--- src/pkg/gpr_pkg.sv ---
// Shared constants and types for the register file and sequencer
// Functional notes
// - Thirty-two general registers of 32 bits each
// - Register zero reads zero, ignores writes
// - Two read ports plus one result bus port
// - Store data driven on result bus
// - One in-use bit per register except zero
// - Multicycle instructions mark all destinations busy
// - Issue stalls while sources or destinations busy
// - Availability re-checked every cycle while stalled
// - Writes via result bus, reads via sources
// - Result forwarded to source bus same cycle
// - Both operands may arrive by forwarding
// - Operands received then destinations marked, execute
// - Pending exception: only memory results granted
// - Grant gates result into arbiter-chosen register
// - Priority: single-cycle, then float, then data
// - Grant also steers forwarding onto source bus
// - Exceptions: precise, interrupt, then imprecise
// - Flow control flushes pipe, loads branch target
// - Buses 32 bits; sixteen-bit immediate source
// - Instruction unit picks sources, sequencer gates
package gpr_pkg;

  localparam int unsigned NUM_REGS  = 32;
  localparam int unsigned DATA_W    = 32;
  localparam int unsigned IDX_W     = 5;
  localparam int unsigned IMM_W     = 16;
  localparam int unsigned NUM_UNITS = 3;

  // Writeback requester slots, lowest index wins
  localparam int unsigned U_SINGLE = 0;
  localparam int unsigned U_FPU    = 1;
  localparam int unsigned U_DATA   = 2;

  localparam logic [IDX_W-1:0]    ZERO_IDX   = 5'h00;
  localparam logic [NUM_REGS-1:0] SB_RESET   = 32'h0000_0000;
  localparam logic [DATA_W-1:0]   DATA_RESET = 32'h0000_0000;

  // Recognised exception, one-hot
  typedef enum logic [3:0] {
    EXC_NONE      = 4'h1,
    EXC_PRECISE   = 4'h2,
    EXC_INTERRUPT = 4'h4,
    EXC_IMPRECISE = 4'h8
  } exc_kind_e;

endpackage

--- src/pkg/wb_arb_if.sv ---
// Writeback arbitration signals between the sequencer core and its arbiter
`timescale 1ns/1ns
interface wb_arb_if;
  logic [gpr_pkg::NUM_UNITS-1:0] req;
  logic [gpr_pkg::IDX_W-1:0]     dest [gpr_pkg::NUM_UNITS];
  logic                          exc_pending;
  logic [gpr_pkg::NUM_UNITS-1:0] gnt;
  logic                          wr_en;
  logic [gpr_pkg::IDX_W-1:0]     wr_idx;

  modport arb  (input req, dest, exc_pending, output gnt, wr_en, wr_idx);
  modport core (output req, dest, exc_pending, input gnt, wr_en, wr_idx);
endinterface

--- src/hw/wb_arbiter.sv ---
// Fixed-priority writeback arbiter with exception gating
`timescale 1ns/1ns
module wb_arbiter (
  wb_arb_if.arb wb
);

  logic [gpr_pkg::NUM_UNITS-1:0] elig;

  // Only memory results may write back during an exception
  always_comb
  begin
    elig = wb.req;
    if (wb.exc_pending)
    begin
      elig = wb.req & (3'h1 << gpr_pkg::U_DATA);
    end
  end

  // Lowest slot index wins; one grant per cycle since one result bus
  always_comb
  begin
    wb.gnt    = '0;
    wb.wr_en  = 1'b0;
    wb.wr_idx = gpr_pkg::ZERO_IDX;
    for (int i = gpr_pkg::NUM_UNITS - 1; i >= 0; i--)
    begin
      if (elig[i])
      begin
        wb.gnt    = 3'h1 << i;
        wb.wr_en  = 1'b1;
        wb.wr_idx = wb.dest[i];
      end
    end
  end

endmodule

--- src/hw/exc_arbiter.sv ---
// Exception recognition by fixed priority
`timescale 1ns/1ns
module exc_arbiter (
  // Competing exception requests
  input  wire logic        precise_i,
  input  wire logic        interrupt_i,
  input  wire logic        imprecise_i,
  // Chosen exception
  output gpr_pkg::exc_kind_e kind_o
);

  // Precise beats interrupt beats imprecise
  always_comb
  begin
    if (precise_i)
      kind_o = gpr_pkg::EXC_PRECISE;
    else if (interrupt_i)
      kind_o = gpr_pkg::EXC_INTERRUPT;
    else if (imprecise_i)
      kind_o = gpr_pkg::EXC_IMPRECISE;
    else
      kind_o = gpr_pkg::EXC_NONE;
  end

endmodule

--- src/hw/gpr_file_scoreboard_sequencer.sv ---
// Register file, scoreboard, forwarding and sequencer top
`timescale 1ns/1ns
module gpr_file_scoreboard_sequencer (
  // Clock and reset
  input  wire logic        sys_clk_i,
  input  wire logic        rst_n_i,
  // Issue request from the instruction unit
  input  wire logic        iss_valid_i,
  input  wire logic [4:0]  iss_src1_idx_i,
  input  wire logic [4:0]  iss_src2_idx_i,
  input  wire logic        iss_src2_imm_i,
  input  wire logic [15:0] iss_imm_i,
  input  wire logic [4:0]  iss_dest_idx_i,
  input  wire logic        iss_dest_pair_i,
  input  wire logic        iss_has_dest_i,
  input  wire logic        iss_multi_i,
  input  wire logic        iss_store_i,
  input  wire logic [4:0]  iss_store_idx_i,
  output logic             iss_stall_o,
  output logic             iss_accept_o,
  // Source buses
  output logic [31:0]      source_bus_one_o,
  output logic [31:0]      source_bus_two_o,
  output logic             source_valid_o,
  output logic [1:0]       fwd_hit_o,
  // Writeback requests: single-cycle, float, data unit
  input  wire logic [2:0]  wb_req_i,
  input  wire logic [4:0]  wb_dest_single_i,
  input  wire logic [4:0]  wb_dest_fpu_i,
  input  wire logic [4:0]  wb_dest_data_i,
  input  wire logic [31:0] wb_data_single_i,
  input  wire logic [31:0] wb_data_fpu_i,
  input  wire logic [31:0] wb_data_data_i,
  output logic [2:0]       wb_gnt_o,
  // Result bus, two-way: oe high while the file drives store data
  input  wire logic [31:0] result_bus_i,
  output logic [31:0]      result_bus_o,
  output logic             result_bus_oe_o,
  // Exceptions
  input  wire logic        exc_precise_i,
  input  wire logic        exc_interrupt_i,
  input  wire logic        exc_imprecise_i,
  input  wire logic        exc_done_i,
  output logic             exc_pending_o,
  output logic [3:0]       exc_kind_o,
  // Branch unit and prefetcher control
  input  wire logic        br_taken_i,
  input  wire logic [31:0] br_target_i,
  output logic             pipe_flush_o,
  output logic             target_load_o,
  output logic [31:0]      target_addr_o,
  output logic             fetch_hold_o
);

  localparam int unsigned DW = gpr_pkg::DATA_W;
  localparam int unsigned NR = gpr_pkg::NUM_REGS;

  // Register array; entry zero is never written
  logic [DW-1:0] gpr_mem [NR];

  logic [NR-1:0]      sb_reg;
  logic [NR-1:0]      sb_next;
  logic [DW-1:0]      src1_reg;
  logic [DW-1:0]      src1_next;
  logic [DW-1:0]      src2_reg;
  logic [DW-1:0]      src2_next;
  logic               srcv_reg;
  logic               srcv_next;
  logic [1:0]         fwd_reg;
  logic [1:0]         fwd_next;
  logic [DW-1:0]      rbus_reg;
  logic [DW-1:0]      rbus_next;
  logic               rbus_oe_reg;
  logic               rbus_oe_next;
  logic               exc_pend_reg;
  logic               exc_pend_next;
  logic [3:0]         exc_kind_reg;
  logic [3:0]         exc_kind_next;
  logic               flush_reg;
  logic               flush_next;
  logic               tload_reg;
  logic               tload_next;
  logic [DW-1:0]      taddr_reg;
  logic [DW-1:0]      taddr_next;

  gpr_pkg::exc_kind_e exc_win;
  logic [DW-1:0]      wr_data;
  logic [NR-1:0]      wr_mask;
  logic [NR-1:0]      busy_eff;
  logic [NR-1:0]      need_mask;
  logic [NR-1:0]      dest_mask;
  logic               stall;
  logic               accept;
  logic               fwd1;
  logic               fwd2;
  logic [DW-1:0]      rd1;
  logic [DW-1:0]      rd2;
  logic [DW-1:0]      rd_store;

  wb_arb_if wb ();

  // Writeback arbitration lives in its own module
  assign wb.req         = wb_req_i;
  assign wb.dest[0]     = wb_dest_single_i;
  assign wb.dest[1]     = wb_dest_fpu_i;
  assign wb.dest[2]     = wb_dest_data_i;
  assign wb.exc_pending = exc_pend_reg;
  assign wb_gnt_o       = wb.gnt;

  wb_arbiter u_wb_arbiter (
    .wb (wb)
  );

  exc_arbiter u_exc_arbiter (
    .precise_i   (exc_precise_i),
    .interrupt_i (exc_interrupt_i),
    .imprecise_i (exc_imprecise_i),
    .kind_o      (exc_win)
  );

  // Granted unit's data is the result bus value this cycle
  always_comb
  begin
    case (wb.gnt)
      3'h1:    wr_data = wb_data_single_i;
      3'h2:    wr_data = wb_data_fpu_i;
      3'h4:    wr_data = wb_data_data_i;
      default: wr_data = result_bus_i;
    endcase
    wr_mask = '0;
    if (wb.wr_en && wb.wr_idx != gpr_pkg::ZERO_IDX)
      wr_mask = 32'h1 << wb.wr_idx;
  end

  // Busy bits that are being released by this cycle's write still allow
  // issue, since the operand is forwarded in the same cycle
  always_comb
  begin
    busy_eff  = sb_reg & ~wr_mask;
    need_mask = 32'h1 << iss_src1_idx_i;
    if (!iss_src2_imm_i)
      need_mask = need_mask | (32'h1 << iss_src2_idx_i);
    if (iss_store_i)
      need_mask = need_mask | (32'h1 << iss_store_idx_i);
    dest_mask = '0;
    if (iss_has_dest_i)
    begin
      dest_mask = 32'h1 << iss_dest_idx_i;
      if (iss_dest_pair_i)
        dest_mask = dest_mask | (32'h1 << 5'(iss_dest_idx_i + 5'h01));
    end
    need_mask = (need_mask | dest_mask) & ~32'h1;
    dest_mask = dest_mask & ~32'h1;
    // Store data shares the result bus, so it waits out a writeback
    stall = iss_valid_i && (((busy_eff & need_mask) != '0) ||
            (iss_store_i && wb.wr_en));
    accept = iss_valid_i && !stall;
    fwd1 = wb.wr_en && wb.wr_idx == iss_src1_idx_i &&
           iss_src1_idx_i != gpr_pkg::ZERO_IDX;
    fwd2 = wb.wr_en && wb.wr_idx == iss_src2_idx_i &&
           iss_src2_idx_i != gpr_pkg::ZERO_IDX && !iss_src2_imm_i;
  end

  assign iss_stall_o  = stall;
  assign iss_accept_o = accept;

  // Scoreboard: a new destination mark wins over a write-back release
  always_comb
  begin
    sb_next = sb_reg & ~wr_mask;
    if (accept && iss_multi_i)
      sb_next = sb_next | dest_mask;
    sb_next[0] = 1'b0;
  end

  // Array reads; entry zero is never stored, so the mux supplies the constant
  always_comb
  begin
    rd1      = gpr_mem[iss_src1_idx_i];
    rd2      = gpr_mem[iss_src2_idx_i];
    rd_store = gpr_mem[iss_store_idx_i];
    if (iss_src1_idx_i == gpr_pkg::ZERO_IDX)
      rd1 = gpr_pkg::DATA_RESET;
    if (iss_src2_idx_i == gpr_pkg::ZERO_IDX)
      rd2 = gpr_pkg::DATA_RESET;
    if (iss_store_idx_i == gpr_pkg::ZERO_IDX)
      rd_store = gpr_pkg::DATA_RESET;
  end

  // Source buses, loaded when the instruction is accepted
  always_comb
  begin
    src1_next = src1_reg;
    src2_next = src2_reg;
    fwd_next  = 2'h0;
    srcv_next = accept;
    if (accept)
    begin
      src1_next = fwd1 ? wr_data : rd1;
      if (iss_src2_imm_i)
        src2_next = {16'h0000, iss_imm_i};
      else
        src2_next = fwd2 ? wr_data : rd2;
      fwd_next = {fwd2, fwd1};
    end
  end

  // Result bus mirror: store data driven out, else last written result
  always_comb
  begin
    rbus_next    = rbus_reg;
    rbus_oe_next = 1'b0;
    if (accept && iss_store_i)
    begin
      rbus_next    = rd_store;
      rbus_oe_next = 1'b1;
    end
    else if (wb.wr_en)
      rbus_next = wr_data;
  end

  // Exception arbitration and flow control toward the prefetcher
  always_comb
  begin
    exc_pend_next = exc_pend_reg;
    exc_kind_next = exc_kind_reg;
    if (exc_win != gpr_pkg::EXC_NONE && !exc_pend_reg)
    begin
      exc_pend_next = 1'b1;
      exc_kind_next = exc_win;
    end
    else if (exc_done_i)
    begin
      exc_pend_next = 1'b0;
      exc_kind_next = gpr_pkg::EXC_NONE;
    end
    // Exception flush overrides a branch load the same cycle
    flush_next = (exc_win != gpr_pkg::EXC_NONE && !exc_pend_reg) ||
                 br_taken_i;
    tload_next = br_taken_i && exc_win == gpr_pkg::EXC_NONE && !exc_pend_reg;
    taddr_next = tload_next ? br_target_i : taddr_reg;
  end

  assign fetch_hold_o = stall;

  // Register array write; entry zero stays constant
  always_ff @(posedge sys_clk_i)
  begin
    for (int i = 1; i < NR; i++)
    begin
      if (wr_mask[i])
        gpr_mem[i] <= wr_data;
    end
  end

  // State registers
  always_ff @(posedge sys_clk_i or negedge rst_n_i)
  begin
    if (!rst_n_i)
    begin
      sb_reg       <= gpr_pkg::SB_RESET;
      src1_reg     <= gpr_pkg::DATA_RESET;
      src2_reg     <= gpr_pkg::DATA_RESET;
      srcv_reg     <= 1'b0;
      fwd_reg      <= 2'h0;
      rbus_reg     <= gpr_pkg::DATA_RESET;
      rbus_oe_reg  <= 1'b0;
      exc_pend_reg <= 1'b0;
      exc_kind_reg <= gpr_pkg::EXC_NONE;
      flush_reg    <= 1'b0;
      tload_reg    <= 1'b0;
      taddr_reg    <= gpr_pkg::DATA_RESET;
    end
    else
    begin
      sb_reg       <= sb_next;
      src1_reg     <= src1_next;
      src2_reg     <= src2_next;
      srcv_reg     <= srcv_next;
      fwd_reg      <= fwd_next;
      rbus_reg     <= rbus_next;
      rbus_oe_reg  <= rbus_oe_next;
      exc_pend_reg <= exc_pend_next;
      exc_kind_reg <= exc_kind_next;
      flush_reg    <= flush_next;
      tload_reg    <= tload_next;
      taddr_reg    <= taddr_next;
    end
  end

  // Outputs straight from flip-flops
  assign source_bus_one_o = src1_reg;
  assign source_bus_two_o = src2_reg;
  assign source_valid_o   = srcv_reg;
  assign fwd_hit_o        = fwd_reg;
  assign result_bus_o     = rbus_reg;
  assign result_bus_oe_o  = rbus_oe_reg;
  assign exc_pending_o    = exc_pend_reg;
  assign exc_kind_o       = exc_kind_reg;
  assign pipe_flush_o     = flush_reg;
  assign target_load_o    = tload_reg;
  assign target_addr_o    = taddr_reg;

endmodule

--- config.mk ---
export PLATFORM = sky130hd
export DESIGN_NAME = gpr_file_scoreboard_sequencer
export DESIGN_NICKNAME = d
export VERILOG_FILES = /design/src/pkg/gpr_pkg.sv /design/src/pkg/wb_arb_if.sv /design/src/hw/wb_arbiter.sv /design/src/hw/exc_arbiter.sv /design/src/hw/gpr_file_scoreboard_sequencer.sv
export SDC_FILE = /design/constraint.sdc
export NUM_CORES = 2
export LEC_CHECK = 0
export BUFFER_PORTS_ARGS = -buffer_cell sky130_fd_sc_hd__buf_2
export CORE_MARGIN = 2
export CORE_UTILIZATION = 40
export DETAILED_ROUTE_END_ITERATION = 12
export GPL_ROUTABILITY_DRIVEN = 0
export PLACE_DENSITY_LB_ADDON = 0.25
export SLEW_MARGIN = 20
export SYNTH_ARGS = -nofsm -noshare
export SYNTH_HDL_FRONTEND = slang
export SYNTH_SLANG_ARGS = --single-unit
export TNS_END_PERCENT = 10
--- constraint.sdc ---
create_clock -name sys_clk_i -period 6.2 [get_ports sys_clk_i]
set_input_delay 0.31 -clock sys_clk_i [delete_from_list [all_inputs] [get_ports sys_clk_i]]
set_output_delay 0.31 -clock sys_clk_i [all_outputs]
set_load 0.005 [all_outputs]
==> results.json <==
{
  "synth_cell_types": 85,
  "timing.rr.end": "result_bus_o[10]",
  "fin_crit_sh_pct": 91.09,
  "ys_ff_latch": 1162,
  "drtPass1Iterations": 8,
  "drc": 0,
  "fin_skew_ns": 0.02835,
  "p_sw_share_pct": 27.15,
  "synth_ff_type": "edfxtp_1",
  "setup_tns_ns": 0,
  "hold-path-cell-count": 4,
  "die_h_um": 402.4,
  "reg2reg_slack_ns": 0.55,
  "largest_reg_flops": 992,
  "syn_area_mm2": 0.06347,
  "hpwl_um": 137200,
  "sequentialPowerShare_pct": 46.5,
  "largest-register": "gpr_mem",
  "grt-ovfl-total": 0,
  "cts_made_buffers": 120,
  "synth_edf_count": 992,
  "max_slew_margin_pct": 18.33,
  "tightest_slew_ns": 1.222,
  "vias_per_cell": 6.799,
  "dieArea_mm2": 0.1619,
  "p_leak_uw": 0.02467,
  "min_path_type": "input port to flop",
  "area.sequential_mm2": 0.03404,
  "cts-root-buf": "clkbuf_16",
  "crit_type": "flop to flop",
  "cts_tree": "built",
  "synthArstFlopShare_pct": 14.63,
  "comb_power_share_pct": 17.1,
  "cap_violations": 0,
  "core-area_mm2": 0.1580,
  "wirelength_um": 228100,
  "cts_resized": 0,
  "vias": 42320,
  "hold_end": "result_bus_o[21]",
  "cts_buffer_depth": 3,
  "reg2reg_depth": 11,
  "ant_nets": 0,
  "cts_max_level": 3,
  "first_global_vias": 41510,
  "yosysTopAreaCellShare_pct": 46.93,
  "dieWidth_um": 402.4,
  "grt_first_pass_wirelength_um": 319800,
  "outcome": "finished, final reports clean",
  "switchingPower_uw": 5485,
  "synth_warnings": 0,
  "avgSynthCellArea_um2": 17.17,
  "dpl_cell_area_mm2": 0.06800,
  "fin_area_mm2": 0.07288,
  "ctsHoldBuffers": 89,
  "netlist_instances": 3696,
  "report.final.setup_viol": 0,
  "cp-end-kind": "flop",
  "worstReg2RegStart": "exc_pending_o",
  "syn_to_final_growth_pct": 14.83,
  "rsz0062_at_grt": "no",
  "fmax_mhz": 177.1,
  "critPathLaunch": "exc_pending_o",
  "syn_nets": 3923,
  "intPower_uw": 14710,
  "p_per_area_mw_per_mm2": 277.1,
  "synthTopCellsByArea": "edfxtp_1 (47%), mux4_2 (30%), dfrtp_1 (6.7%), mux2i_1 (2.5%), clkbuf_1 (1.3%)",
  "dr.first_iter.drc_count": 6610,
  "clockPowerShare_pct": 36.5,
  "yosys.area.top_type": "edfxtp_1",
  "post_cts.repair.setup_buffers": 0,
  "pin_count": 372,
  "grt_use_total_pct": 27.83,
  "antenna_found_initial": 11,
  "drive_above_1_share_pct": 39.72,
  "multi_input_comb_area_mm2": 0.02815,
  "portBuffers": 371,
  "nFillCells": 13410,
  "grt_max_degree": 118,
  "path_max_fanout": 28,
  "drt-wirelength-per-cell_um": 36.64,
  "arrival_ns": 6.30,
  "slew_viol_final": 0,
  "clock_latency_ns": 0.77,
  "yosysSeqAreaShare_pct": 53.63,
  "rows": 146,
  "hp-start": "wb_data_fpu_i[21]",
  "vdd_ir_drop_max_mv": 0.2448,
  "hold_violations": 0,
  "fin_crit_ns": 5.648,
  "clkTransAtPathRegs_ns": 0.07,
  "initial_core_util_pct": 40.17,
  "required_ns": 6.85,
  "final_nets": 4271,
  "cp-start-kind": "flop",
  "clock_sinks": 1162
}
critical path, stage by stage (launching register included):
cell	delay, ns
dfrtp_1	0.53
o21bai_2	0.39
a311oi_2	0.49
nand2b_1	0.57
o41ai_1	0.53
o22ai_1	0.14
or4b_1	0.64
nor4_4	0.40
nand2_1	0.35
inv_2	0.67
a31oi_1	0.17
dlygate4sd3_1	0.60
placed cells by master, fill, tap and decap left out, types with 17 or more instances in the layout:
master,synthesis,layout
o21a_1,25,21
buf_12,0,20
clkbuf_1,213,22
clkinv_2,0,28
o22ai_1,28,28
nand2_1,185,181
mux2_2,59,59
mux2i_1,156,156
a211oi_1,74,74
buf_4,5,90
dlygate4sd3_1,0,89
inv_1,58,55
nor2_1,158,131
a22o_1,31,31
clkbuf_16,0,126
a31oi_1,28,28
a221o_1,36,36
o221ai_1,25,25
dfrtp_1,169,169
a2bb2oi_1,19,19
mux4_2,851,851
edfxtp_1,992,992
and2_1,23,23
nand3_1,19,19
buf_2,30,356
o21ai_0,60,59
nor2_4,0,25
o21ai_1,16,17
clkinv_1,0,20
a21oi_1,112,111
metrics by stage:
stage          utilization [%]  std cells  hold slack (ns)  setup WS, ns  power, uW
4_1_cts                  46.11       6219         0.004826        0.6718      20220
2_1_floorplan                -       3696          0.01441        0.7190      11390
5_1_grt                  46.12       6221          0.06707        0.3724      20750
3_3_place_gp             43.02       5904           0.4532         1.234      12840
6_report                 46.13       6224          0.04558        0.5523      20200
3_5_place_dp             43.04       5905           0.4584         1.192      12870
layout make-up:
| type | count | share of cell area, % |
|---|---|---|
| Clock inverter | 67 | 0.8189 |
| Timing Repair Buffer | 566 | 5.347 |
| Tap cell | 2072 | 3.557 |
| Multi-Input combinational cell | 2134 | 38.62 |
| Clock buffer | 158 | 4.620 |
| Sequential cell | 1162 | 46.71 |
| Antenna cell | 5 | 0.01717 |
| Inverter | 60 | 0.3090 |
worst max-delay path by stage:
stage                           to  slack, ns  cells past startpoint
6_report          result_bus_o[10]       0.55                     11
5_1_grt           result_bus_o[10]       0.37                     11
4_1_cts           result_bus_o[10]       0.67                     11
3_5_place_dp            sb_reg[28]       1.19                     11
3_3_place_gp   source_bus_one_o[9]       1.23                     10
2_1_floorplan     result_bus_o[19]       0.72                     13
cell families after synthesis:
| logic type | count (synthesis) | synth area share, % |
|---|---|---|
| DFF | 1162 | 53.63 |
| muxes | 1066 | 33.70 |
| buffers and inverters | 400 | 2.454 |
| xor gates and xnor gates | 8 | 0.1104 |
| AOI/OAI and AO/OA | 575 | 6.481 |
| and+or+nand+nor | 485 | 3.619 |
power groups by stage:
stage,Combinational [uW],Clock [uW],Sequential [uW]
CTS,3390,7450,9380
global placement,3320,0,9520
detailed placement,3330,0,9540
finish,3450,7370,9380
floorplan,1920,0,9460
global route,3600,7730,9420
metal layers:
metal	global-route usage (%)	wire, um	vias up
li1	-	-	16540
met1	36.95	84820	22320
met2	43.38	105500	2875
met3	6.069	24820	574
met4	14.05	12840	10
met5	0	66	-
synthesized netlist by cell type, drive strengths merged (5+ instances only):
cell,n
o2bb2ai,16
xnor2,7
nand4b,6
nor2,158
a31oi,28
nand2,185
o221ai,25
a222oi,12
a21oi,114
mux4,851
o21bai,9
o22a,8
or3,5
edfxtp,992
mux2,59
a22oi,9
or2,6
nand3b,8
buf,127
o31ai,14
a221o,36
a22o,31
nor4,8
and2,23
mux2i,156
a2bb2oi,19
nand3,19
inv,60
dfrtp,169
a21o,10
o21ai,76
o32ai,6
a211oi,77
nor3,13
nand2b,17
o21a,25
o22ai,28
o211ai,8
clkbuf,213
No activity file was read; power rests on OpenSTA's default activity.
